[src/design/qrst_pkg.sv]
// Constants and types shared by the quasi-resonant switch timing block.
package qrst_pkg;

    // ****************************************************************
    // Clock and timing
    // ****************************************************************
    localparam int CLK_PERIOD_NS   = 10;
    localparam int CNT_W           = 12;
    localparam int OFF_W           = 20;
    localparam int SUPP_LONG_NS    = 2500;
    localparam int SUPP_SHORT_NS   = 1000;
    localparam int LEB_NS          = 220;
    localparam int MAX_ON_NS       = 25000;
    localparam int SW_BLANK_NS     = 190;
    localparam int OVP_BLANK_NS    = 5000;
    localparam int BEB_NS          = 20000;
    localparam int MAX_OFF_NS      = 50000;
    // Least times round up, longest times round down.
    localparam logic [CNT_W-1:0] SUPP_LONG_CYC =
        12'((SUPP_LONG_NS + CLK_PERIOD_NS - 1) / CLK_PERIOD_NS);
    localparam logic [CNT_W-1:0] SUPP_SHORT_CYC =
        12'((SUPP_SHORT_NS + CLK_PERIOD_NS - 1) / CLK_PERIOD_NS);
    localparam logic [CNT_W-1:0] LEB_CYC =
        12'((LEB_NS + CLK_PERIOD_NS - 1) / CLK_PERIOD_NS);
    localparam logic [CNT_W-1:0] MAX_ON_CYC =
        12'(MAX_ON_NS / CLK_PERIOD_NS);
    localparam logic [CNT_W-1:0] SW_BLANK_CYC =
        12'((SW_BLANK_NS + CLK_PERIOD_NS - 1) / CLK_PERIOD_NS);
    localparam logic [CNT_W-1:0] OVP_BLANK_CYC =
        12'((OVP_BLANK_NS + CLK_PERIOD_NS - 1) / CLK_PERIOD_NS);
    localparam logic [CNT_W-1:0] BEB_CYC =
        12'((BEB_NS + CLK_PERIOD_NS - 1) / CLK_PERIOD_NS);
    localparam int MAX_OFF_CYC_DFLT = MAX_OFF_NS / CLK_PERIOD_NS;

    // ****************************************************************
    // Counters
    // ****************************************************************
    localparam logic [2:0] VALLEY_MAX = 3'h7;
    localparam logic [2:0] UDC_MIN    = 3'h1;
    localparam logic [2:0] UDC_RST    = 3'h1;

    // ****************************************************************
    // Register map and fields
    // ****************************************************************
    localparam logic [5:0] CTRL_OFS     = 6'h00;
    localparam logic [5:0] VREQ_OFS     = 6'h04;
    localparam logic [5:0] STATUS_OFS   = 6'h08;
    localparam logic [5:0] IRQ_STAT_OFS = 6'h0C;
    localparam logic [5:0] IRQ_EN_OFS   = 6'h10;
    localparam logic [5:0] IRQ_CLR_OFS  = 6'h14;
    localparam int CTRL_RUN_BIT   = 0;
    localparam int CTRL_BCLR_BIT  = 1;
    localparam int ST_STATE_LSB   = 0;
    localparam int ST_GATE_BIT    = 2;
    localparam int ST_LATCH_BIT   = 3;
    localparam int ST_BURST_BIT   = 4;
    localparam int ST_VALLEY_LSB  = 8;
    localparam int ST_UDC_LSB     = 12;
    localparam int ST_OFS_LSB     = 16;
    localparam int IRQ_W          = 4;
    localparam int IRQ_ON_BIT     = 0;
    localparam int IRQ_OFF_BIT    = 1;
    localparam int IRQ_LATCH_BIT  = 2;
    localparam int IRQ_BURST_BIT  = 3;

    // ****************************************************************
    // Types
    // ****************************************************************
    typedef enum logic [1:0] {
        ST_WAIT  = 2'b00,
        ST_SUPP  = 2'b01,
        ST_ON    = 2'b10,
        ST_LATCH = 2'b11
    } qrst_state_e;

    typedef struct packed {
        logic zc_cross;
        logic ovp;
        logic supp_hi;
        logic cs_pwm;
        logic cs_limit;
        logic sw_short;
        logic fb_burst;
        logic fb_over;
    } qrst_cmp_s;

endpackage : qrst_pkg

[src/design/qrst_switch_timing.sv]
// Switch-on/off timing, protections and register slave of the controller.
//
// Contract
// - Valley counter stays within zero to seven, saturating at seven.
// - While off, each zero-cross detection adds one to the valley counter.
// - Valley counter clears whenever the gate drive rises.
// - Output overvoltage while off latches off after a blanking interval.
// - Suppression time is long below the select level, short otherwise.
// - Gate stays low for the whole suppression interval after turn-off.
// - After suppression, turn on once valley count reaches requested count.
// - After maximum off time, turn on regardless of counters.
// - Scaled current above feedback turns the switch off.
// - Current comparators are ignored during leading-edge blanking.
// - Gate is forced off once high longer than maximum on time.
// - Current-limit comparator after blanking turns gate off at once.
// - Short-winding comparator counts only after persisting its blank time.
// - Qualified short-winding during on-time latches the device off.
// - Zero-cross current above threshold yields an offset lowering limit.
// - Burst flag sets on low feedback, count seven and elapsed blank.
// - Requested valley count holds one to seven; writes whose low three bits are zero are ignored.
`timescale 1ns/1ps
module qrst_switch_timing #(
    parameter int FB_W        = 8,
    parameter int MAX_OFF_CYC = qrst_pkg::MAX_OFF_CYC_DFLT
) (
    // Clock and reset
    input  wire logic                       core_clk_i,
    input  wire logic                       rst_n_i,
    // Comparator outputs and foldback measure
    input  wire qrst_pkg::qrst_cmp_s        cmp_i,
    input  wire logic [FB_W-1:0]            zc_excess_i,
    // Power stage and status outputs
    output logic                            gate_drive_out_o,
    output logic [FB_W-1:0]                 cs_offset_o,
    output logic                            burst_o,
    output logic                            latched_o,
    output logic                            irq_o,
    // Avalon-MM slave
    input  wire logic [5:0]                 avs_address_i,
    input  wire logic                       avs_read_i,
    input  wire logic                       avs_write_i,
    input  wire logic [31:0]                avs_writedata_i,
    input  wire logic [3:0]                 avs_byteenable_i,
    output logic [31:0]                     avs_readdata_o,
    output logic                            avs_waitrequest_o
);
    import qrst_pkg::*;

    localparam logic [OFF_W-1:0] OFF_LAST = OFF_W'(MAX_OFF_CYC - 1);

    function automatic logic addr_hit(input logic [5:0] a,
                                      input logic [5:0] ofs);
        return a == ofs;
    endfunction : addr_hit

    qrst_cmp_s          cmp_s1_r;
    qrst_cmp_s          cmp_s2_r;
    logic               zc_prev_r;
    logic               zc_rise;
    qrst_state_e        state_r;
    qrst_state_e        state_nxt;
    logic [2:0]         valley_r;
    logic [2:0]         udc_r;
    logic [CNT_W-1:0]   on_cnt_r;
    logic [CNT_W-1:0]   supp_cnt_r;
    logic [CNT_W-1:0]   ovp_cnt_r;
    logic [CNT_W-1:0]   sw_cnt_r;
    logic [CNT_W-1:0]   beb_cnt_r;
    logic [OFF_W-1:0]   off_cnt_r;
    logic [FB_W-1:0]    offset_r;
    logic               sw_off;
    logic               gate_on;
    logic               turn_on;
    logic               turn_off;
    logic               ovp_fire;
    logic               sw_fire;
    logic               latch_go;
    logic               cs_trip;
    logic               burst_cond;
    logic               burst_set;
    logic               burst_r;
    logic               run_r;
    logic               ack_r;
    logic               wr_en;
    logic               burst_clr;
    logic [IRQ_W-1:0]   irq_stat_r;
    logic [IRQ_W-1:0]   irq_en_r;
    logic [IRQ_W-1:0]   irq_ev;
    logic [31:0]        status_w;

    // ****************************************************************
    // Comparator synchronisers
    // ****************************************************************
    always_ff @(posedge core_clk_i or negedge rst_n_i) begin
        if (!rst_n_i) begin
            cmp_s1_r  <= '0;
            cmp_s2_r  <= '0;
            zc_prev_r <= 1'b0;
        end else begin
            cmp_s1_r  <= cmp_i;
            cmp_s2_r  <= cmp_s1_r;
            zc_prev_r <= cmp_s2_r.zc_cross;
        end
    end

    assign zc_rise = cmp_s2_r.zc_cross & ~zc_prev_r;

    // ****************************************************************
    // Switch state machine
    // ****************************************************************
    assign gate_on  = (state_r == ST_ON);
    assign sw_off   = (state_r == ST_WAIT) || (state_r == ST_SUPP);
    assign ovp_fire = sw_off && cmp_s2_r.ovp
                      && (ovp_cnt_r == OVP_BLANK_CYC - 12'h001);
    assign sw_fire  = gate_on && cmp_s2_r.sw_short
                      && (sw_cnt_r == SW_BLANK_CYC - 12'h001);
    assign latch_go = ovp_fire || sw_fire;
    // Current comparators only count once blanking has run out.
    assign cs_trip  = (on_cnt_r >= LEB_CYC)
                      && (cmp_s2_r.cs_pwm || cmp_s2_r.cs_limit);

    always_comb begin
        state_nxt = state_r;
        unique case (state_r)
            ST_WAIT: begin
                if (latch_go) begin
                    state_nxt = ST_LATCH;
                end else if (run_r && !burst_r
                             && (valley_r >= udc_r
                                 || off_cnt_r >= OFF_LAST)) begin
                    state_nxt = ST_ON;
                end
            end
            ST_SUPP: begin
                if (latch_go) begin
                    state_nxt = ST_LATCH;
                end else if (supp_cnt_r == '0) begin
                    state_nxt = ST_WAIT;
                end
            end
            ST_ON: begin
                if (latch_go) begin
                    state_nxt = ST_LATCH;
                end else if (cs_trip
                             || on_cnt_r == MAX_ON_CYC) begin
                    state_nxt = ST_SUPP;
                end
            end
            ST_LATCH: begin
                state_nxt = ST_LATCH;
            end
        endcase
    end

    assign turn_on  = !gate_on && (state_nxt == ST_ON);
    assign turn_off = gate_on && (state_nxt == ST_SUPP);

    always_ff @(posedge core_clk_i or negedge rst_n_i) begin
        if (!rst_n_i) begin
            state_r <= ST_WAIT;
        end else begin
            state_r <= state_nxt;
        end
    end

    assign gate_drive_out_o = gate_on;
    assign latched_o        = (state_r == ST_LATCH);

    // ****************************************************************
    // Valley counter
    // ****************************************************************
    always_ff @(posedge core_clk_i or negedge rst_n_i) begin
        if (!rst_n_i) begin
            valley_r <= 3'h0;
        end else if (turn_on) begin
            valley_r <= 3'h0;
        end else if (sw_off && zc_rise && valley_r < VALLEY_MAX) begin
            valley_r <= valley_r + 3'h1;
        end
    end

    // ****************************************************************
    // Timers
    // ****************************************************************
    always_ff @(posedge core_clk_i or negedge rst_n_i) begin
        if (!rst_n_i) begin
            on_cnt_r <= '0;
        end else if (turn_on) begin
            on_cnt_r <= '0;
        end else if (gate_on && on_cnt_r < MAX_ON_CYC) begin
            on_cnt_r <= on_cnt_r + 12'h001;
        end
    end

    always_ff @(posedge core_clk_i or negedge rst_n_i) begin
        if (!rst_n_i) begin
            supp_cnt_r <= '0;
        end else if (turn_off) begin
            supp_cnt_r <= cmp_s2_r.supp_hi ? SUPP_SHORT_CYC - 12'h001
                                           : SUPP_LONG_CYC - 12'h001;
        end else if (state_r == ST_SUPP && supp_cnt_r != '0) begin
            supp_cnt_r <= supp_cnt_r - 12'h001;
        end
    end

    always_ff @(posedge core_clk_i or negedge rst_n_i) begin
        if (!rst_n_i) begin
            off_cnt_r <= '0;
        end else if (gate_on) begin
            off_cnt_r <= '0;
        end else if (off_cnt_r < OFF_LAST) begin
            off_cnt_r <= off_cnt_r + 20'h0_0001;
        end
    end

    // ****************************************************************
    // Protection blanking
    // ****************************************************************
    always_ff @(posedge core_clk_i or negedge rst_n_i) begin
        if (!rst_n_i) begin
            ovp_cnt_r <= '0;
        end else if (!(sw_off && cmp_s2_r.ovp)) begin
            ovp_cnt_r <= '0;
        end else if (ovp_cnt_r < OVP_BLANK_CYC - 12'h001) begin
            ovp_cnt_r <= ovp_cnt_r + 12'h001;
        end
    end

    always_ff @(posedge core_clk_i or negedge rst_n_i) begin
        if (!rst_n_i) begin
            sw_cnt_r <= '0;
        end else if (!(gate_on && cmp_s2_r.sw_short)) begin
            sw_cnt_r <= '0;
        end else if (sw_cnt_r < SW_BLANK_CYC - 12'h001) begin
            sw_cnt_r <= sw_cnt_r + 12'h001;
        end
    end

    // ****************************************************************
    // Foldback offset and burst entry
    // ****************************************************************
    always_ff @(posedge core_clk_i or negedge rst_n_i) begin
        if (!rst_n_i) begin
            offset_r <= '0;
        end else begin
            offset_r <= cmp_s2_r.fb_over ? zc_excess_i : '0;
        end
    end

    assign cs_offset_o = offset_r;
    assign burst_cond  = cmp_s2_r.fb_burst && (udc_r == VALLEY_MAX);
    assign burst_set   = !burst_r && burst_cond
                         && (beb_cnt_r == BEB_CYC - 12'h001);

    always_ff @(posedge core_clk_i or negedge rst_n_i) begin
        if (!rst_n_i) begin
            beb_cnt_r <= '0;
        end else if (!burst_cond) begin
            beb_cnt_r <= '0;
        end else if (beb_cnt_r < BEB_CYC - 12'h001) begin
            beb_cnt_r <= beb_cnt_r + 12'h001;
        end
    end

    // A set in the same cycle as a software clear wins.
    always_ff @(posedge core_clk_i or negedge rst_n_i) begin
        if (!rst_n_i) begin
            burst_r <= 1'b0;
        end else if (burst_set) begin
            burst_r <= 1'b1;
        end else if (burst_clr) begin
            burst_r <= 1'b0;
        end
    end

    assign burst_o = burst_r;

    // ****************************************************************
    // Avalon-MM slave with one wait state
    // ****************************************************************
    assign avs_waitrequest_o = (avs_read_i | avs_write_i) & ~ack_r;
    assign wr_en     = avs_write_i & ack_r & avs_byteenable_i[0];
    assign burst_clr = wr_en && addr_hit(avs_address_i, CTRL_OFS)
                       && avs_writedata_i[CTRL_BCLR_BIT];

    always_ff @(posedge core_clk_i or negedge rst_n_i) begin
        if (!rst_n_i) begin
            ack_r <= 1'b0;
        end else begin
            ack_r <= (avs_read_i | avs_write_i) & ~ack_r;
        end
    end

    always_ff @(posedge core_clk_i or negedge rst_n_i) begin
        if (!rst_n_i) begin
            run_r    <= 1'b0;
            irq_en_r <= '0;
        end else if (wr_en && addr_hit(avs_address_i, CTRL_OFS)) begin
            run_r    <= avs_writedata_i[CTRL_RUN_BIT];
        end else if (wr_en && addr_hit(avs_address_i, IRQ_EN_OFS)) begin
            irq_en_r <= avs_writedata_i[IRQ_W-1:0];
        end
    end

    // Zero is outside the legal range and is dropped.
    always_ff @(posedge core_clk_i or negedge rst_n_i) begin
        if (!rst_n_i) begin
            udc_r <= UDC_RST;
        end else if (wr_en && addr_hit(avs_address_i, VREQ_OFS)
                     && avs_writedata_i[2:0] >= UDC_MIN) begin
            udc_r <= avs_writedata_i[2:0];
        end
    end

    always_comb begin
        irq_ev                = '0;
        irq_ev[IRQ_ON_BIT]    = turn_on;
        irq_ev[IRQ_OFF_BIT]   = turn_off;
        irq_ev[IRQ_LATCH_BIT] = latch_go && !latched_o;
        irq_ev[IRQ_BURST_BIT] = burst_set;
    end

    always_ff @(posedge core_clk_i or negedge rst_n_i) begin
        if (!rst_n_i) begin
            irq_stat_r <= '0;
        end else if (wr_en && addr_hit(avs_address_i, IRQ_CLR_OFS)) begin
            irq_stat_r <= (irq_stat_r & ~avs_writedata_i[IRQ_W-1:0])
                          | irq_ev;
        end else begin
            irq_stat_r <= irq_stat_r | irq_ev;
        end
    end

    assign irq_o = |(irq_stat_r & irq_en_r);

    always_comb begin
        status_w                             = '0;
        status_w[ST_STATE_LSB +: 2]          = state_r;
        status_w[ST_GATE_BIT]                = gate_on;
        status_w[ST_LATCH_BIT]               = latched_o;
        status_w[ST_BURST_BIT]               = burst_r;
        status_w[ST_VALLEY_LSB +: 3]         = valley_r;
        status_w[ST_UDC_LSB +: 3]            = udc_r;
        status_w[ST_OFS_LSB +: FB_W]         = offset_r;
    end

    always_ff @(posedge core_clk_i or negedge rst_n_i) begin
        if (!rst_n_i) begin
            avs_readdata_o <= 32'h0000_0000;
        end else if (avs_read_i && !ack_r) begin
            case (avs_address_i)
                CTRL_OFS:     avs_readdata_o <= {31'h0000_0000, run_r};
                VREQ_OFS:     avs_readdata_o <= {29'h0000_0000, udc_r};
                STATUS_OFS:   avs_readdata_o <= status_w;
                IRQ_STAT_OFS: avs_readdata_o <= {28'h000_0000, irq_stat_r};
                IRQ_EN_OFS:   avs_readdata_o <= {28'h000_0000, irq_en_r};
                default:      avs_readdata_o <= 32'h0000_0000;
            endcase
        end
    end
endmodule : qrst_switch_timing

[config.mk]
export PLATFORM = sky130hd
export DESIGN_NAME = qrst_switch_timing
export DESIGN_NICKNAME = d
export VERILOG_FILES = /design/src/design/qrst_pkg.sv /design/src/design/qrst_switch_timing.sv
export SDC_FILE = /design/constraint.sdc
export NUM_CORES = 1
export LEC_CHECK = 0
export BUFFER_PORTS_ARGS = -buffer_cell sky130_fd_sc_hd__buf_2
export CORE_MARGIN = 4
export CORE_UTILIZATION = 25
export DETAILED_ROUTE_END_ITERATION = 10
export PLACE_DENSITY = 0.47
export SLEW_MARGIN = 20
export SYNTH_ARGS = -nofsm -noshare
export SYNTH_HDL_FRONTEND = slang
export SYNTH_SLANG_ARGS = --single-unit
[constraint.sdc]
create_clock -name core_clk_i -period 1.9 [get_ports core_clk_i]
set_input_delay 0.38 -clock core_clk_i [delete_from_list [all_inputs] [get_ports core_clk_i]]
set_output_delay 0.38 -clock core_clk_i [all_outputs]
set_load 0.005 [all_outputs]
==> results of run 1 <==
worst max path at each step:
stage | startpoint | end | slack [ps] | depth (start not counted)
finish | udc_r[0] | irq_stat_r[0] | -110 | 8
global route | udc_r[0] | irq_stat_r[0] | -190 | 8
CTS | sw_cnt_r[0] | supp_cnt_r[6] | -160 | 8
detailed placement | ovp_cnt_r[0] | on_cnt_r[10] | -400 | 6
global placement | ovp_cnt_r[0] | on_cnt_r[10] | -330 | 6
floorplan | sw_cnt_r[11] | supp_cnt_r[6] | 6 | 5
metrics by stage:
stage	utilization, %	hold slack (ps)	total power, mW
2_1_floorplan	-	84.4	3.98
3_3_place_gp	30.6	332	4.47
3_5_place_dp	30.6	335	4.48
4_1_cts	33.6	30.7	8.03
5_1_grt	34.1	35.9	8.33
6_report	34.1	56.9	7.91
worst max-delay path, stage by stage, from the launching register on:
cell and delay [ps]:
sky130_fd_sc_hd__dfstp_2 550, sky130_fd_sc_hd__ha_4 190, sky130_fd_sc_hd__nand2b_4 130, sky130_fd_sc_hd__a21o_1 190, sky130_fd_sc_hd__a2111oi_4 330, sky130_fd_sc_hd__buf_4 180, sky130_fd_sc_hd__nor3_4 40, sky130_fd_sc_hd__buf_12 150
sky130_fd_sc_hd__a21o_1 150
flip-flops by register name, indices dropped and copies added (netlist names):
register / count
off_cnt_r: 20
avs_readdata_o: 19
beb_cnt_r: 12
on_cnt_r: 12
ovp_cnt_r: 12
supp_cnt_r: 12
sw_cnt_r: 12
cmp_s1_r: 8
cmp_s2_r: 8
cs_offset_o: 8
irq_en_r: 4
irq_stat_r: 4
udc_r: 3
valley_r: 3
state_r: 2
ack_r: 1
burst_o: 1
run_r: 1
zc_prev_r: 1
layout by cell type (no fill, tap or decap), types with 6 or more instances in the layout:
cell                        netlist  final
sky130_fd_sc_hd__mux2i_1          6      6
sky130_fd_sc_hd__xor2_1          16     16
sky130_fd_sc_hd__nor3_1          21     21
sky130_fd_sc_hd__a22o_1          18     18
sky130_fd_sc_hd__nand2_1         37     37
sky130_fd_sc_hd__nor2_1          70     66
sky130_fd_sc_hd__nand4_1         10     10
sky130_fd_sc_hd__a31oi_1          6      6
sky130_fd_sc_hd__mux2_2          10     10
sky130_fd_sc_hd__buf_2            3     61
sky130_fd_sc_hd__buf_4           14    103
sky130_fd_sc_hd__ha_1            13     10
sky130_fd_sc_hd__or3_1            8      8
sky130_fd_sc_hd__a21oi_1         10     10
sky130_fd_sc_hd__and2_1          20     20
sky130_fd_sc_hd__inv_1           21     20
sky130_fd_sc_hd__xnor2_1         31     31
sky130_fd_sc_hd__inv_6            0      8
sky130_fd_sc_hd__clkbuf_16        0     17
sky130_fd_sc_hd__nand3_1         15     15
sky130_fd_sc_hd__dfrtp_1        142    140
sky130_fd_sc_hd__nor4_1          12     10
sky130_fd_sc_hd__o21ai_0         17     17
sky130_fd_sc_hd__and3_1          12     12
sky130_fd_sc_hd__conb_1           1     13
logic make-up (layout without fill, tap and decap cells):
family / Yosys count / count (layout) / synth area share [%]
muxes: 16 / 16 / 2.63
buffers and inverters: 49 / 229 / 3.77
other: 1 / 13 / 0.0571
adders and majority gates: 13 / 13 / 2.48
xor gates and xnor gates: 47 / 47 / 6.27
AOI/OAI and AO/OA: 82 / 82 / 9.49
DFF: 143 / 143 / 54.5
and+or+nand+nor: 246 / 246 / 20.8
layout make-up:
| class | count | area [um^2] |
|---|---|---|
| Fill cell | 2678 | 17100 |
| Multi-Input combinational cell | 417 | 2910 |
| Tap cell | 335 | 419 |
| Sequential cell | 143 | 3580 |
| Clock buffer | 17 | 425 |
| Timing Repair Buffer | 176 | 1260 |
| Clock inverter | 15 | 173 |
| Inverter | 21 | 82.6 |
repair_timing:
item	CTS	global route
gates resized for setup	18	13
endpoints found under the setup margin	31	37
buffers inserted	9	10
pin swaps	14	9
hold endpoints to repair	35	0
hold buffers	1	0
layer usage:
layer	up-vias	track usage, %	share of wire (%)
met5	-	0	0
met4	0	3.72	1.6
met3	18	2.67	2.6
met2	47	18.3	50
met1	2399	14.2	46
li1	2453	-	-
power by group through the flow:
stage | sequential, mW | clock [mW] | combinational (mW)
final | 3.35 | 3.40 | 1.15
after global routing | 3.37 | 3.65 | 1.31
after CTS | 3.35 | 3.52 | 1.16
after detailed placement | 3.40 | 0 | 1.08
after global placement | 3.40 | 0 | 1.07
after floorplan | 3.43 | 0 | 0.550
==> tab_implementation.tex, run 1 <==
\begin{tabular}{lr}
\hline
Metric & Value \\
\hline
\multicolumn{2}{l}{\textbf{Run status}} \\
\quad Outcome & finished with violations \\
\quad Failing checks & negative setup slack \\
\multicolumn{2}{l}{\textbf{Floorplan}} \\
\quad Top-Level Pins & 107 \\
\quad Floorplan die width & 170 um \\
\quad Effective utilization at floorplan & 25.3\% \\
\quad Die area & 28,900 um\^{}2 \\
\quad Number of core rows & 59 \\
\quad Core area & 26,000 um\^{}2 \\
\quad Height of the die & 170 um \\
\multicolumn{2}{l}{\textbf{Logic synthesis}} \\
\quad EDFF count, synth & 0 \\
\quad Sequential-to-total area share from yosys stat & 54.5\% \\
\quad Top area cells in the synthesized netlist & sky130\_fd\_sc\_hd\_\_dfrtp\_1 (54\%), sky130\_fd\_sc\_hd\_\_xnor2\_1 (4.1\%), sky130\_fd\_sc\_hd\_\_nor2\_1 (4.0\%) \\
\quad Commonest cells post-synth & sky130\_fd\_sc\_hd\_\_dfrtp\_1 (142), sky130\_fd\_sc\_hd\_\_nor2\_1 (70), sky130\_fd\_sc\_hd\_\_nand2\_1 (37) \\
\quad Post-synthesis instance area & 6570 um\^{}2 \\
\quad Warning count from the yosys run & 0 \\
\quad Most frequently used flop master after synthesis & sky130\_fd\_sc\_hd\_\_dfrtp\_1 \\
\quad Count of unique library cells instantiated by Yosys & 65 \\
\quad Post-synthesis cell count & 597 \\
\quad Cell with the most instances after synthesis & sky130\_fd\_sc\_hd\_\_dfrtp\_1 \\
\quad Average cell area after synthesis & 11.0 um\^{}2 \\
\quad Portion of synthesized cell area occupied by the leading cell type & 54.1\% \\
\quad Count of state elements after synthesis & 143 \\
\quad Cell type with the highest aggregate area in the netlist & sky130\_fd\_sc\_hd\_\_dfrtp\_1 \\
\quad Fraction of synthesis flops using an asynchronous set or reset pin & 100\% \\
\multicolumn{2}{l}{\textbf{Detailed routing}} \\
\quad Via density per instance & 4.37 \\
\quad Total Routed Length & 15,400 um \\
\quad Via count & 4,917 \\
\quad Detailed-routing iteration count for the pre-antenna-repair pass & 5 \\
\quad Residual DRC & 0 \\
\quad Routed wire length per instance & 13.7 um \\
\quad Number of nets still failing antenna checks after routing & 0 \\
\quad Number of violations reported at the end of detailed-routing iteration 0 & 221 \\
\multicolumn{2}{l}{\textbf{Power}} \\
\quad Psw & 2.13 mW \\
\quad Lkg Pwr & 4.14 nW \\
\quad Switch share & 26.9\% \\
\quad Largest vdd supply drop & 0.507 mV \\
\quad Internal power contribution & 5.78 mW \\
\quad Cell Pwr Density & 894 nW/um\^{}2 \\
\quad Relative contribution of combinational cells to total power & 14.6\% \\
\quad Register share of total power & 42.4\% \\
\quad Clock share of power & 43.0\% \\
\multicolumn{2}{l}{\textbf{Placed design}} \\
\quad Buffers added on ports & 62 \\
\quad Detailed placement HPWL & 11,000 um \\
\quad Final GP Congestion & 0.750 \\
\quad Cell area after placement & 7960 um\^{}2 \\
\quad Worst-case setup slack after placement & -396 ps \\
\quad Dpl cells & 1,075 \\
\multicolumn{2}{l}{\textbf{Layout}} \\
\quad Layout overhead on the synthesized area & 34.8\% \\
\quad Final non-filler cell total & 1,124 \\
\quad Share of post-route cells with drive strength above 1 & 32.4\% \\
\quad Antenna Cells & 0 \\
\quad Layout Cell Area excl Fill & 8850 um\^{}2 \\
\quad Fin nets & 851 \\
\multicolumn{2}{l}{\textbf{Critical path}} \\
\quad Slack of the worst reg-to-reg path & -110 ps \\
\quad Critical Path AT & 2320 ps \\
\quad Worst Path Class, Setup & reg -> reg \\
\quad Crit. End Element & flop \\
\quad R2R Path Start & udc\_r[0] \\
\quad Required time at the endpoint of the critical path & 2210 ps \\
\quad Worst flop-to-flop path endpoint & irq\_stat\_r[0] \\
\quad Kind of start point of the critical path & flop \\
\quad Critical path fanouts, max & 16 \\
\quad Reg2reg path depth & 8 \\
\multicolumn{2}{l}{\textbf{Global routing}} \\
\quad Total gr overflow & 0 \\
\quad GRT Util Overall & 11.1\% \\
\quad Largest net degree at the start of global routing & 41 \\
\quad Wire length of the first global-routing pass & 26,000 um \\
\quad Via count of the first global-routing pass & 5,160 \\
\quad Number of antenna violations at the first check in global routing & 0 \\
\multicolumn{2}{l}{\textbf{STA}} \\
\quad Final WS setup & -113 ps \\
\quad Setup clock skew after layout & 12.8 ps \\
\quad Measured slew at the worst slew-check pin & 551 ps \\
\quad Setup violations, final & 19 \\
\quad Setup TNS & -698 ps \\
\quad Maximum clock frequency & 497 MHz \\
\quad RSZ-0062 raised after global routing & yes \\
\quad Slew Limit Headroom & 62.9\% \\
\quad Ratio of final minimum period to clock period & 106\% \\
\quad Final critical-path required period & 2010 ps \\
\quad Final slew viol count & 0 \\
\quad Endpoints failing hold & 0 \\
\multicolumn{2}{l}{\textbf{CTS}} \\
\quad Worst-path clk slew & 70 ps \\
\quad CTS tree & yes \\
\quad Clock Path Buffers & 2 \\
\quad Number of buffers added by the clock tree synthesis step & 17 \\
\quad Worst-Skew Late Latency & 420 ps \\
\quad Number of H-tree levels & 4 \\
\quad Sink count of the clock tree & 143 \\
\quad Library cell used as clock root buffer & sky130\_fd\_sc\_hd\_\_clkbuf\_16 \\
\multicolumn{2}{l}{\textbf{Worst hold path}} \\
\quad Worst Min Path Start & cmp\_i[0] \\
\quad Class of the worst hold path & in -> reg \\
\quad End point of the most critical hold path & cmp\_s1\_r[0] \\
\quad Hold-critical path depth & 1 \\
\multicolumn{2}{l}{\textbf{Job}} \\
\quad MaxCap Viol Count & 0 \\
\hline
\end{tabular}
Note: power is estimated with default switching activity, not from simulation.
==> run 2: changes to the inputs <==
--- a/config.mk
+++ b/config.mk
@@ -5,11 +5,14 @@
 export SDC_FILE = /design/constraint.sdc
 export NUM_CORES = 1
 export LEC_CHECK = 0
+export ABC_AREA = 1
 export BUFFER_PORTS_ARGS = -buffer_cell sky130_fd_sc_hd__buf_2
+export CELL_PAD_IN_SITES_DETAIL_PLACEMENT = 2
+export CELL_PAD_IN_SITES_GLOBAL_PLACEMENT = 2
 export CORE_MARGIN = 4
 export CORE_UTILIZATION = 25
 export DETAILED_ROUTE_END_ITERATION = 10
-export PLACE_DENSITY = 0.47
+export PLACE_DENSITY = 0.68
 export SLEW_MARGIN = 20
 export SYNTH_ARGS = -nofsm -noshare
 export SYNTH_HDL_FRONTEND = slang
==> run 2 against run 1 <==
  * The run still ends with negative setup slack left
  * Register-to-register slack is essentially flat
  * Clock skew grew 1.6 ps
  * Final area grew 3.7%
  * Via count grew 23%
  * Global-route usage grew 2.9 points
==> tab_implementation.tex, run 2 <==
\begin{tabular}{lr}
\hline
Metric & Value \\
\hline
\multicolumn{2}{l}{\textbf{Run status}} \\
\quad Outcome & finished with violations \\
\quad Failing checks & negative setup slack \\
\multicolumn{2}{l}{\textbf{Logic synthesis}} \\
\quad Commonest cells post-synth & sky130\_fd\_sc\_hd\_\_nand2\_1 (156), sky130\_fd\_sc\_hd\_\_dfrtp\_1 (142), sky130\_fd\_sc\_hd\_\_inv\_1 (110) \\
\quad Fraction of synthesis flops using an asynchronous set or reset pin & 100\% (unchanged) \\
\quad Average cell area after synthesis & 8.46 um\^{}2 (-23\%) \\
\quad Compound-cell area share of the yosys netlist & 8.83\% (-0.66 points) \\
\quad EDFF count, synth & 0 (unchanged) \\
\quad Count of state elements after synthesis & 143 (unchanged) \\
\quad Portion of netlist area occupied by mux cells & 0.144\% (-2.5 points) \\
\quad Fraction of synthesized cell area in xor and xnor cells & 2.91\% (-3.4 points) \\
\quad Cell type with the highest aggregate area in the netlist & sky130\_fd\_sc\_hd\_\_dfrtp\_1 \\
\quad Largest family of logic cells by synthesized area & simple AND/OR/NAND/NOR gates \\
\quad Sequential-to-total area share from yosys stat & 51.6\% (-2.9 points) \\
\quad Top area cells in the synthesized netlist & sky130\_fd\_sc\_hd\_\_dfrtp\_1 (51\%), sky130\_fd\_sc\_hd\_\_nand2\_1 (8.4\%), sky130\_fd\_sc\_hd\_\_inv\_1 (6.0\%) \\
\quad Count of unique library cells instantiated by Yosys & 50 (-23\%) \\
\quad Post-synthesis cell count & 819 (+37\%) \\
\quad Cell with the most instances after synthesis & sky130\_fd\_sc\_hd\_\_nand2\_1 \\
\quad Post-synthesis instance area & 6930 um\^{}2 (+5.6\%) \\
\quad Area share of fa/ha/maj cells after synthesis & 2.35\% (-0.13 points) \\
\quad Most frequently used flop master after synthesis & sky130\_fd\_sc\_hd\_\_dfrtp\_1 \\
\quad Post-Synth Simple-Gate Area & 25.4\% (+4.6 points) \\
\quad Warning count from the yosys run & 0 (unchanged) \\
\quad Portion of synthesized cell area occupied by the leading cell type & 51.3\% (-2.9 points) \\
\multicolumn{2}{l}{\textbf{Critical path}} \\
\quad Critical-path top delay cell & sky130\_fd\_sc\_hd\_\_dfrtp\_1 \\
\quad R2R Path Start & sw\_cnt\_r[0] \\
\quad Worst flop-to-flop path endpoint & on\_cnt\_r[3] \\
\quad Kind of start point of the critical path & flop \\
\quad Crit. End Element & flop \\
\quad Reg2reg path depth & 13 (+5) \\
\quad Worst Path Class, Setup & reg -> reg \\
\quad Sequence of cells on the critical path & inv\_2 > ha\_4 > inv\_2 > nor3\_2 > nand2\_1 > nand2\_2 > nor2\_8 > nand2\_4 > a21oi\_4 > buf\_6 > nor3\_4 > clkbuf\_16 > nor2\_2 \\
\quad Cell mode on critical path & sky130\_fd\_sc\_hd\_\_inv\_2 \\
\quad Critical path fanouts, max & 7 (-9) \\
\quad Setup crit start & sw\_cnt\_r[0] \\
\quad Critical Path AT & 2310 ps (about the same) \\
\quad Maximum single-stage delay on the critical path & 400 ps (-150 ps) \\
\quad Required time at the endpoint of the critical path & 2210 ps (about the same) \\
\quad Slack of the worst reg-to-reg path & -100 ps (about the same) \\
\quad Critical path endpoint & on\_cnt\_r[3] \\
\multicolumn{2}{l}{\textbf{Layout}} \\
\quad Layout Cell Area excl Fill & 9180 um\^{}2 (+3.7\%) \\
\quad Register with the highest flop count & off\_cnt\_r \\
\quad Max FFs per register & 20 (unchanged) \\
\quad Layout overhead on the synthesized area & 32.4\% \\
\quad Area of all sequential standard cells & 3580 um\^{}2 (about the same) \\
\quad Fin nets & 1,060 (+25\%) \\
\quad Commonest non-fill, non-tap cell in the layout & sky130\_fd\_sc\_hd\_\_nand2\_1 \\
\quad Antenna Cells & 0 (unchanged) \\
\quad Largest registers & off\_cnt\_r: 20 flops, avs\_readdata\_o: 19 flops \\
\quad Multi-input gate area in the final layout & 3000 um\^{}2 (+3.2\%) \\
\quad Most frequent cells in the layout & sky130\_fd\_sc\_hd\_\_nand2\_1 (151), sky130\_fd\_sc\_hd\_\_dfrtp\_1 (141), sky130\_fd\_sc\_hd\_\_inv\_1 (104) \\
\quad Fill cell total of the finished layout & 3,068 (+15\%) \\
\quad Share of post-route cells with drive strength above 1 & 27.4\% (-5.1 points) \\
\multicolumn{2}{l}{\textbf{Detailed routing}} \\
\quad Number of violations reported at the end of detailed-routing iteration 0 & 209 (-5.4\%) \\
\quad Residual DRC & 0 (unchanged) \\
\quad Total Routed Length & 20,700 um (+35\%) \\
\quad Routed wire length per instance & 15.1 um (+11\%) \\
\quad Via density per instance & 4.41 (+0.73\%) \\
\quad Number of nets still failing antenna checks after routing & 0 (unchanged) \\
\quad Via count & 6,037 (+23\%) \\
\quad Detailed-routing iteration count for the pre-antenna-repair pass & 4 (-1) \\
\multicolumn{2}{l}{\textbf{Global routing}} \\
\quad Number of antenna violations at the first check in global routing & 0 (unchanged) \\
\quad Largest net degree at the start of global routing & 87 (+110\%) \\
\quad GRT Util Overall & 14.0\% (+2.9 points) \\
\quad Wire length of the first global-routing pass & 34,800 um (+34\%) \\
\quad Via count of the first global-routing pass & 6,901 (+34\%) \\
\quad Total gr overflow & 0 (unchanged) \\
\multicolumn{2}{l}{\textbf{CTS}} \\
\quad Number of H-tree levels & 4 (unchanged) \\
\quad Sink count of the clock tree & 143 (unchanged) \\
\quad Library cell used as clock root buffer & sky130\_fd\_sc\_hd\_\_clkbuf\_16 \\
\quad Clock Path Buffers & 2 (unchanged) \\
\quad Worst-Skew Late Latency & 430 ps (about the same) \\
\quad Worst-path clk slew & 70 ps (about the same) \\
\quad CTS tree & yes \\
\quad Number of buffers added by the clock tree synthesis step & 17 (unchanged) \\
\multicolumn{2}{l}{\textbf{Placed design}} \\
\quad Cell area after placement & 8280 um\^{}2 (+4.1\%) \\
\quad Buffers added on ports & 62 (unchanged) \\
\quad Detailed placement HPWL & 15,200 um (+39\%) \\
\quad Final GP Congestion & 0.784 (+4.6\%) \\
\multicolumn{2}{l}{\textbf{Power}} \\
\quad Relative contribution of combinational cells to total power & 14.5\% (about the same) \\
\quad Lkg Pwr & 4.35 nW (+5.1\%) \\
\quad Internal power contribution & 5.38 mW (-7.0\%) \\
\quad Largest vdd supply drop & 0.555 mV (+9.5\%) \\
\quad Register share of total power & 43.7\% (+1.3 points) \\
\quad Clock share of power & 41.8\% (-1.2 points) \\
\quad Psw & 2.23 mW (+5.0\%) \\
\quad Cell Pwr Density & 830 nW/um\^{}2 (-7.1\%) \\
\quad Switch share & 29.3\% (+2.4 points) \\
\multicolumn{2}{l}{\textbf{STA}} \\
\quad Final critical-path required period & 2000 ps (-11.3 ps) \\
\quad Maximum clock frequency & 500 MHz (+0.56\%) \\
\quad Final slew viol count & 0 (unchanged) \\
\quad Ratio of final minimum period to clock period & 105\% (-0.59 points) \\
\quad Setup clock skew after layout & 14.4 ps (+1.60 ps) \\
\quad Final WS setup & -102 ps (+11.3 ps) \\
\quad RSZ-0062 raised after global routing & yes \\
\quad Endpoints failing hold & 0 (unchanged) \\
\quad Measured slew at the worst slew-check pin & 763 ps (+212 ps) \\
\quad Setup violations, final & 20 (+1) \\
\quad Slew Limit Headroom & 49.1\% (-14 points) \\
\quad Tightest hold margin & 51.5 ps (-5.38 ps) \\
\multicolumn{2}{l}{\textbf{Floorplan}} \\
\quad Effective utilization at floorplan & 25.6\% (+0.31 points) \\
\quad Floorplan die width & 175 um (+2.6\%) \\
\quad Core area & 27,100 um\^{}2 (+4.3\%) \\
\quad Die area & 30,500 um\^{}2 (+5.3\%) \\
\quad Top-Level Pins & 107 (unchanged) \\
\quad Height of the die & 175 um (+2.6\%) \\
\quad Number of core rows & 60 (+1.7\%) \\
\multicolumn{2}{l}{\textbf{Job}} \\
\quad MaxCap Viol Count & 0 (unchanged) \\
\multicolumn{2}{l}{\textbf{Worst hold path}} \\
\quad Class of the worst hold path & in -> reg \\
\hline
\end{tabular}
## run 2: cell count changes after synthesis, sizes merged, moves of 12 or more
cell	before	now
a22o	18	0
o21ai	17	54
and3	12	0
nor2	70	110
nand2	37	164
nand3	15	58
a21oi	10	27
and2	20	0
inv	21	115
xnor2	31	3
## run 2: through the flow
step / power (mW) / setup WS, ps / TNS (ps) / std cells / utilization, %
CTS: 7.71 / -109 / -1800 / 1364 / 33.0
floorplan: 3.90 / 23.5 / 0 / 831 / -
finish: 7.62 / -102 / -1360 / 1370 / 33.9
global placement: 4.36 / -182 / -3640 / 1328 / 30.5
global route: 8.05 / -245 / -5760 / 1370 / 33.9
detailed placement: 4.42 / -249 / -5110 / 1328 / 30.5
## run 2: critical path: cells and delay by family (launching register included)
kind,cells,cell delay [ps]
AOI/OAI and AO/OA,1,50
adders and majority gates,1,130
buffers and inverters,4,470
DFF,1,400
and+or+nand+nor,7,840
## run 2: cells by family (layout without fill, tap and decap cells)
family / Yosys count / count (layout)
buffers and inverters: 141 / 308
adder cells (fa/ha/maj): 13 / 13
multiplexers: 1 / 1
AO/OA/AOI/OAI: 107 / 107
flip-flops: 143 / 143
other: 1 / 13
XOR/XNOR: 23 / 23
AND/OR/NAND/NOR: 390 / 390
## run 2: area by class of cell
class	instances	area share, %
multi-input cells	547	32.7
clock buffers	17	4.64
inverters	117	4.91
clock inverters	15	1.35
flip-flops and latches	143	39.0
repair buffers	159	12.3
well taps	372	5.07
## run 2: power groups by stage
stage	Clock (mW)	Sequential (mW)	Combinational, mW
after floorplan	0	3.37	0.533
after global placement	0	3.37	0.988
after detailed placement	0	3.39	1.03
after CTS	3.29	3.33	1.09
after global routing	3.43	3.35	1.27
final	3.18	3.33	1.11
## run 2: worst min-delay path by stage
| stage | slack (ps) | startpoint | cells past startpoint | endpoint |
|---|---|---|---|---|
| finish | 50 | cmp_i[6] | 1 | cmp_s1_r[6] |
| global route | 20 | cmp_i[4] | 1 | cmp_s1_r[4] |
| CTS | 30 | cmp_i[3] | 1 | cmp_s1_r[3] |
| detailed placement | 180 | rst_n_i | 1 | cmp_s1_r[5] |
| global placement | 180 | rst_n_i | 1 | cmp_s1_r[5] |
| floorplan | 80 | rst_n_i | 0 | ack_r |
## run 2: per-layer routing
metal	vias up	track usage [%]	share of wire [%]
li1	2950	-	-
met1	3031	17.3	45
met2	43	24.7	51
met3	13	3.22	2.2
met4	0	3.44	0.92
met5	-	0	0
## run 2: what timing repair did
action	4_1_cts	5_1_grt
resized for setup	21	48
cloned	0	1
pin swaps	3	9
endpoints found under the hold margin	57	0
setup endpoints to repair	31	52
setup buffers	3	5
hold buffers	1	0
==> run 3: changes to the inputs <==
--- a/config.mk
+++ b/config.mk
@@ -5,14 +5,13 @@
 export SDC_FILE = /design/constraint.sdc
 export NUM_CORES = 1
 export LEC_CHECK = 0
-export ABC_AREA = 1
 export BUFFER_PORTS_ARGS = -buffer_cell sky130_fd_sc_hd__buf_2
 export CELL_PAD_IN_SITES_DETAIL_PLACEMENT = 2
 export CELL_PAD_IN_SITES_GLOBAL_PLACEMENT = 2
 export CORE_MARGIN = 4
 export CORE_UTILIZATION = 25
 export DETAILED_ROUTE_END_ITERATION = 10
-export PLACE_DENSITY = 0.68
+export PLACE_DENSITY = 0.64
 export SLEW_MARGIN = 20
 export SYNTH_ARGS = -nofsm -noshare
 export SYNTH_HDL_FRONTEND = slang
==> run 3 against run 2 <==
  * Die area is 5.0% lower
  * Cell count is 19% lower
  * Non-clock buffer count is 5 higher
  * Sequential cell count stayed put
  * First-iteration DRC count is 18% lower
  * Largest cell class unchanged
  * Sequential share of layout area is 1.3 points higher
  * Combinational power is 12% higher
  * The flow still finishes with violations (negative setup slack)
==> tab_implementation.tex, run 3 (synthesized netlist as in run 1, its figures left out) <==
\begin{tabular}{lr}
\hline
Metric & Value \\
\hline
\multicolumn{2}{l}{\textbf{Critical path}} \\
\quad Maximum single-stage delay on the critical path & 550 ps (+150 ps) \\
\quad Critical path endpoint & state\_r[1] \\
\quad Reg2reg path depth & 6 (-7) \\
\quad Required time at the endpoint of the critical path & 2200 ps (about the same) \\
\quad Crit. End Element & flop \\
\quad Slack of the worst reg-to-reg path & -150 ps (-50 ps) \\
\quad R2R Path Start & udc\_r[0] \\
\quad Sequence of cells on the critical path & ha\_4 > nand2b\_4 > a21o\_1 > a2111oi\_4 > nor2\_1 > or3b\_1 \\
\quad Critical path fanouts, max & 2 (-5) \\
\quad Setup crit start & udc\_r[0] \\
\quad Critical-path top delay cell & sky130\_fd\_sc\_hd\_\_dfstp\_2 \\
\quad Worst Path Class, Setup & reg -> reg \\
\quad Critical Path AT & 2350 ps (+40 ps) \\
\quad Kind of start point of the critical path & flop \\
\quad Worst flop-to-flop path endpoint & state\_r[1] \\
\multicolumn{2}{l}{\textbf{STA}} \\
\quad Slew Limit Headroom & 54.3\% (+5.3 points) \\
\quad Measured slew at the worst slew-check pin & 678 ps (-85.1 ps) \\
\quad Final WS setup & -149 ps (-47.5 ps) \\
\quad Tightest hold margin & 55.4 ps (+3.82 ps) \\
\quad Final slew viol count & 0 (unchanged) \\
\quad Setup violations, final & 28 (+40\%) \\
\quad Setup clock skew after layout & 10.1 ps (-4.25 ps) \\
\quad Maximum clock frequency & 488 MHz (-2.3\%) \\
\quad RSZ-0062 raised after global routing & yes \\
\quad Ratio of final minimum period to clock period & 108\% (+2.5 points) \\
\quad Endpoints failing hold & 0 (unchanged) \\
\quad Final critical-path required period & 2050 ps (+47.5 ps) \\
\multicolumn{2}{l}{\textbf{Floorplan}} \\
\quad Number of core rows & 59 (-1.7\%) \\
\quad Height of the die & 170 um (-2.5\%) \\
\quad Die area & 28,900 um\^{}2 (-5.0\%) \\
\quad Floorplan die width & 170 um (-2.5\%) \\
\quad Top-Level Pins & 107 (unchanged) \\
\quad Core area & 26,000 um\^{}2 (-4.1\%) \\
\quad Effective utilization at floorplan & 25.3\% (-0.31 points) \\
\multicolumn{2}{l}{\textbf{Power}} \\
\quad Lkg Pwr & 4.10 nW (-5.6\%) \\
\quad Internal power contribution & 5.81 mW (+8.0\%) \\
\quad Psw & 2.33 mW (+4.3\%) \\
\quad Clock share of power & 43.3\% (+1.5 points) \\
\quad Largest vdd supply drop & 0.527 mV (-5.2\%) \\
\quad Relative contribution of combinational cells to total power & 15.2\% (+0.7 points) \\
\quad Register share of total power & 41.4\% (-2.3 points) \\
\quad Total power consumption of the routed design & 8.14 mW (+6.9\%) \\
\quad Switch share & 28.6\% (-0.71 points) \\
\quad Cell Pwr Density & 917 nW/um\^{}2 (+10\%) \\
\multicolumn{2}{l}{\textbf{CTS}} \\
\quad Library cell used as clock root buffer & sky130\_fd\_sc\_hd\_\_clkbuf\_16 \\
\quad Number of H-tree levels & 4 (unchanged) \\
\quad CTS tree & yes \\
\quad Worst-path clk slew & 70 ps (about the same) \\
\quad Clock Path Buffers & 2 (unchanged) \\
\quad Sink count of the clock tree & 143 (unchanged) \\
\quad Worst-Skew Late Latency & 430 ps (about the same) \\
\quad Number of buffers added by the clock tree synthesis step & 17 (unchanged) \\
\multicolumn{2}{l}{\textbf{Detailed routing}} \\
\quad Number of nets still failing antenna checks after routing & 0 (unchanged) \\
\quad Routed wire length per instance & 17.1 um (+13\%) \\
\quad Number of violations reported at the end of detailed-routing iteration 0 & 171 (-18\%) \\
\quad Detailed-routing iteration count for the pre-antenna-repair pass & 4 (unchanged) \\
\quad Via density per instance & 4.68 (+6.2\%) \\
\quad Residual DRC & 0 (unchanged) \\
\quad Via count & 5,204 (-14\%) \\
\quad Total Routed Length & 19,000 um (-8.5\%) \\
\multicolumn{2}{l}{\textbf{Placed design}} \\
\quad Detailed placement HPWL & 13,400 um (-12\%) \\
\quad Final GP Congestion & 0.774 (-1.4\%) \\
\quad Buffers added on ports & 62 (unchanged) \\
\multicolumn{2}{l}{\textbf{Layout}} \\
\quad Max FFs per register & 20 (unchanged) \\
\quad Share of post-route cells with drive strength above 1 & 34.1\% (+6.8 points) \\
\quad Largest registers & off\_cnt\_r: 20 flops, avs\_readdata\_o: 19 flops \\
\quad Fin nets & 839 (-21\%) \\
\quad Commonest non-fill, non-tap cell in the layout & sky130\_fd\_sc\_hd\_\_dfrtp\_1 \\
\quad Register with the highest flop count & off\_cnt\_r \\
\quad Antenna Cells & 0 (unchanged) \\
\quad Most frequent cells in the layout & sky130\_fd\_sc\_hd\_\_dfrtp\_1 (141), sky130\_fd\_sc\_hd\_\_buf\_4 (90), sky130\_fd\_sc\_hd\_\_buf\_2 (61) \\
\quad Layout overhead on the synthesized area & 35.3\% \\
\multicolumn{2}{l}{\textbf{Job}} \\
\quad MaxCap Viol Count & 0 (unchanged) \\
\multicolumn{2}{l}{\textbf{Global routing}} \\
\quad Total gr overflow & 0 (unchanged) \\
\quad Largest net degree at the start of global routing & 50 (-43\%) \\
\quad Wire length of the first global-routing pass & 31,400 um (-9.6\%) \\
\quad GRT Util Overall & 13.4\% (-0.57 points) \\
\quad Via count of the first global-routing pass & 6,021 (-13\%) \\
\quad Number of antenna violations at the first check in global routing & 1 (+1) \\
\multicolumn{2}{l}{\textbf{Run status}} \\
\quad Outcome & finished with violations \\
\quad Failing checks & negative setup slack \\
\multicolumn{2}{l}{\textbf{Worst hold path}} \\
\quad Class of the worst hold path & in -> reg \\
\quad Hold-critical path depth & 1 (unchanged) \\
\hline
\end{tabular}
## run 3: cell types whose count changed in the layout (fill, tap and decap cells not counted), moves of 20 or more
cell	previous run	this run
sky130_fd_sc_hd__nand2_1	151	37
sky130_fd_sc_hd__inv_1	104	20
sky130_fd_sc_hd__nor2_1	89	54
sky130_fd_sc_hd__nand3_1	49	15
sky130_fd_sc_hd__o21ai_0	50	17
sky130_fd_sc_hd__xnor2_1	3	31
sky130_fd_sc_hd__and2_1	0	20
## run 3: worst min path at each step
| stage | from | to |
|---|---|---|
| floorplan | rst_n_i | ack_r |
| global placement | cmp_s1_r[5] | cmp_s2_r[5] |
| detailed placement | cmp_s1_r[5] | cmp_s2_r[5] |
| CTS | cmp_i[0] | cmp_s1_r[0] |
| global route | cmp_i[0] | cmp_s1_r[0] |
| finish | cmp_i[6] | cmp_s1_r[6] |
## run 3: timing repair
action | CTS | global route
gates resized for setup | 19 | 35
pin swaps | 8 | 2
hold buffers | 1 | 0
buffers inserted | 4 | 2
endpoints found under the hold margin | 46 | 0
cloned | 0 | 1
setup endpoints to repair | 37 | 39
## run 3: cell type report
cell class	instances	area (um^2)
flip-flops and latches	143	3580
well taps	335	419
fillers	2820	17100
clock buffers	17	425
multi-input cells	417	3010
inverters	21	78.8
clock inverters	15	186
repair buffers	164	1180
## run 3: power by group through the flow
stage / Sequential [mW] / Clock [mW] / Combinational, mW
after floorplan: 3.43 / 0 / 0.550
after global placement: 3.40 / 0 / 1.08
after detailed placement: 3.41 / 0 / 1.16
after CTS: 3.36 / 3.64 / 1.22
after global routing: 3.40 / 3.80 / 1.40
final: 3.37 / 3.53 / 1.24
## run 3: metrics by stage
step	cell area, um^2	util, %	TNS, ps	setup WS, ps	std cells
6_report	8880	34.2	-2000	-149	1112
5_1_grt	8880	34.2	-4370	-211	1112
4_1_cts	8700	33.5	-6010	-268	1109
3_5_place_dp	7930	30.5	-10860	-509	1072
3_3_place_gp	7930	30.5	-8100	-385	1072
2_1_floorplan	6610	-	0	5.65	609
## run 3: layer usage
layer | track usage [%] | vias up | wire, um
li1 | - | 2413 | -
met1 | 16.5 | 2678 | 8280
met2 | 23.1 | 86 | 9730
met3 | 3.55 | 25 | 732
met4 | 3.99 | 2 | 226
met5 | 0 | - | 13
## run 3: worst max-delay path, delay by kind of cell, from the launching register on
kind                     cells  cell delay, ps
AO/OA/AOI/OAI                2             630
AND/OR/NAND/NOR              3             560
flip-flops                   1             550
adder cells (fa/ha/maj)      1             190
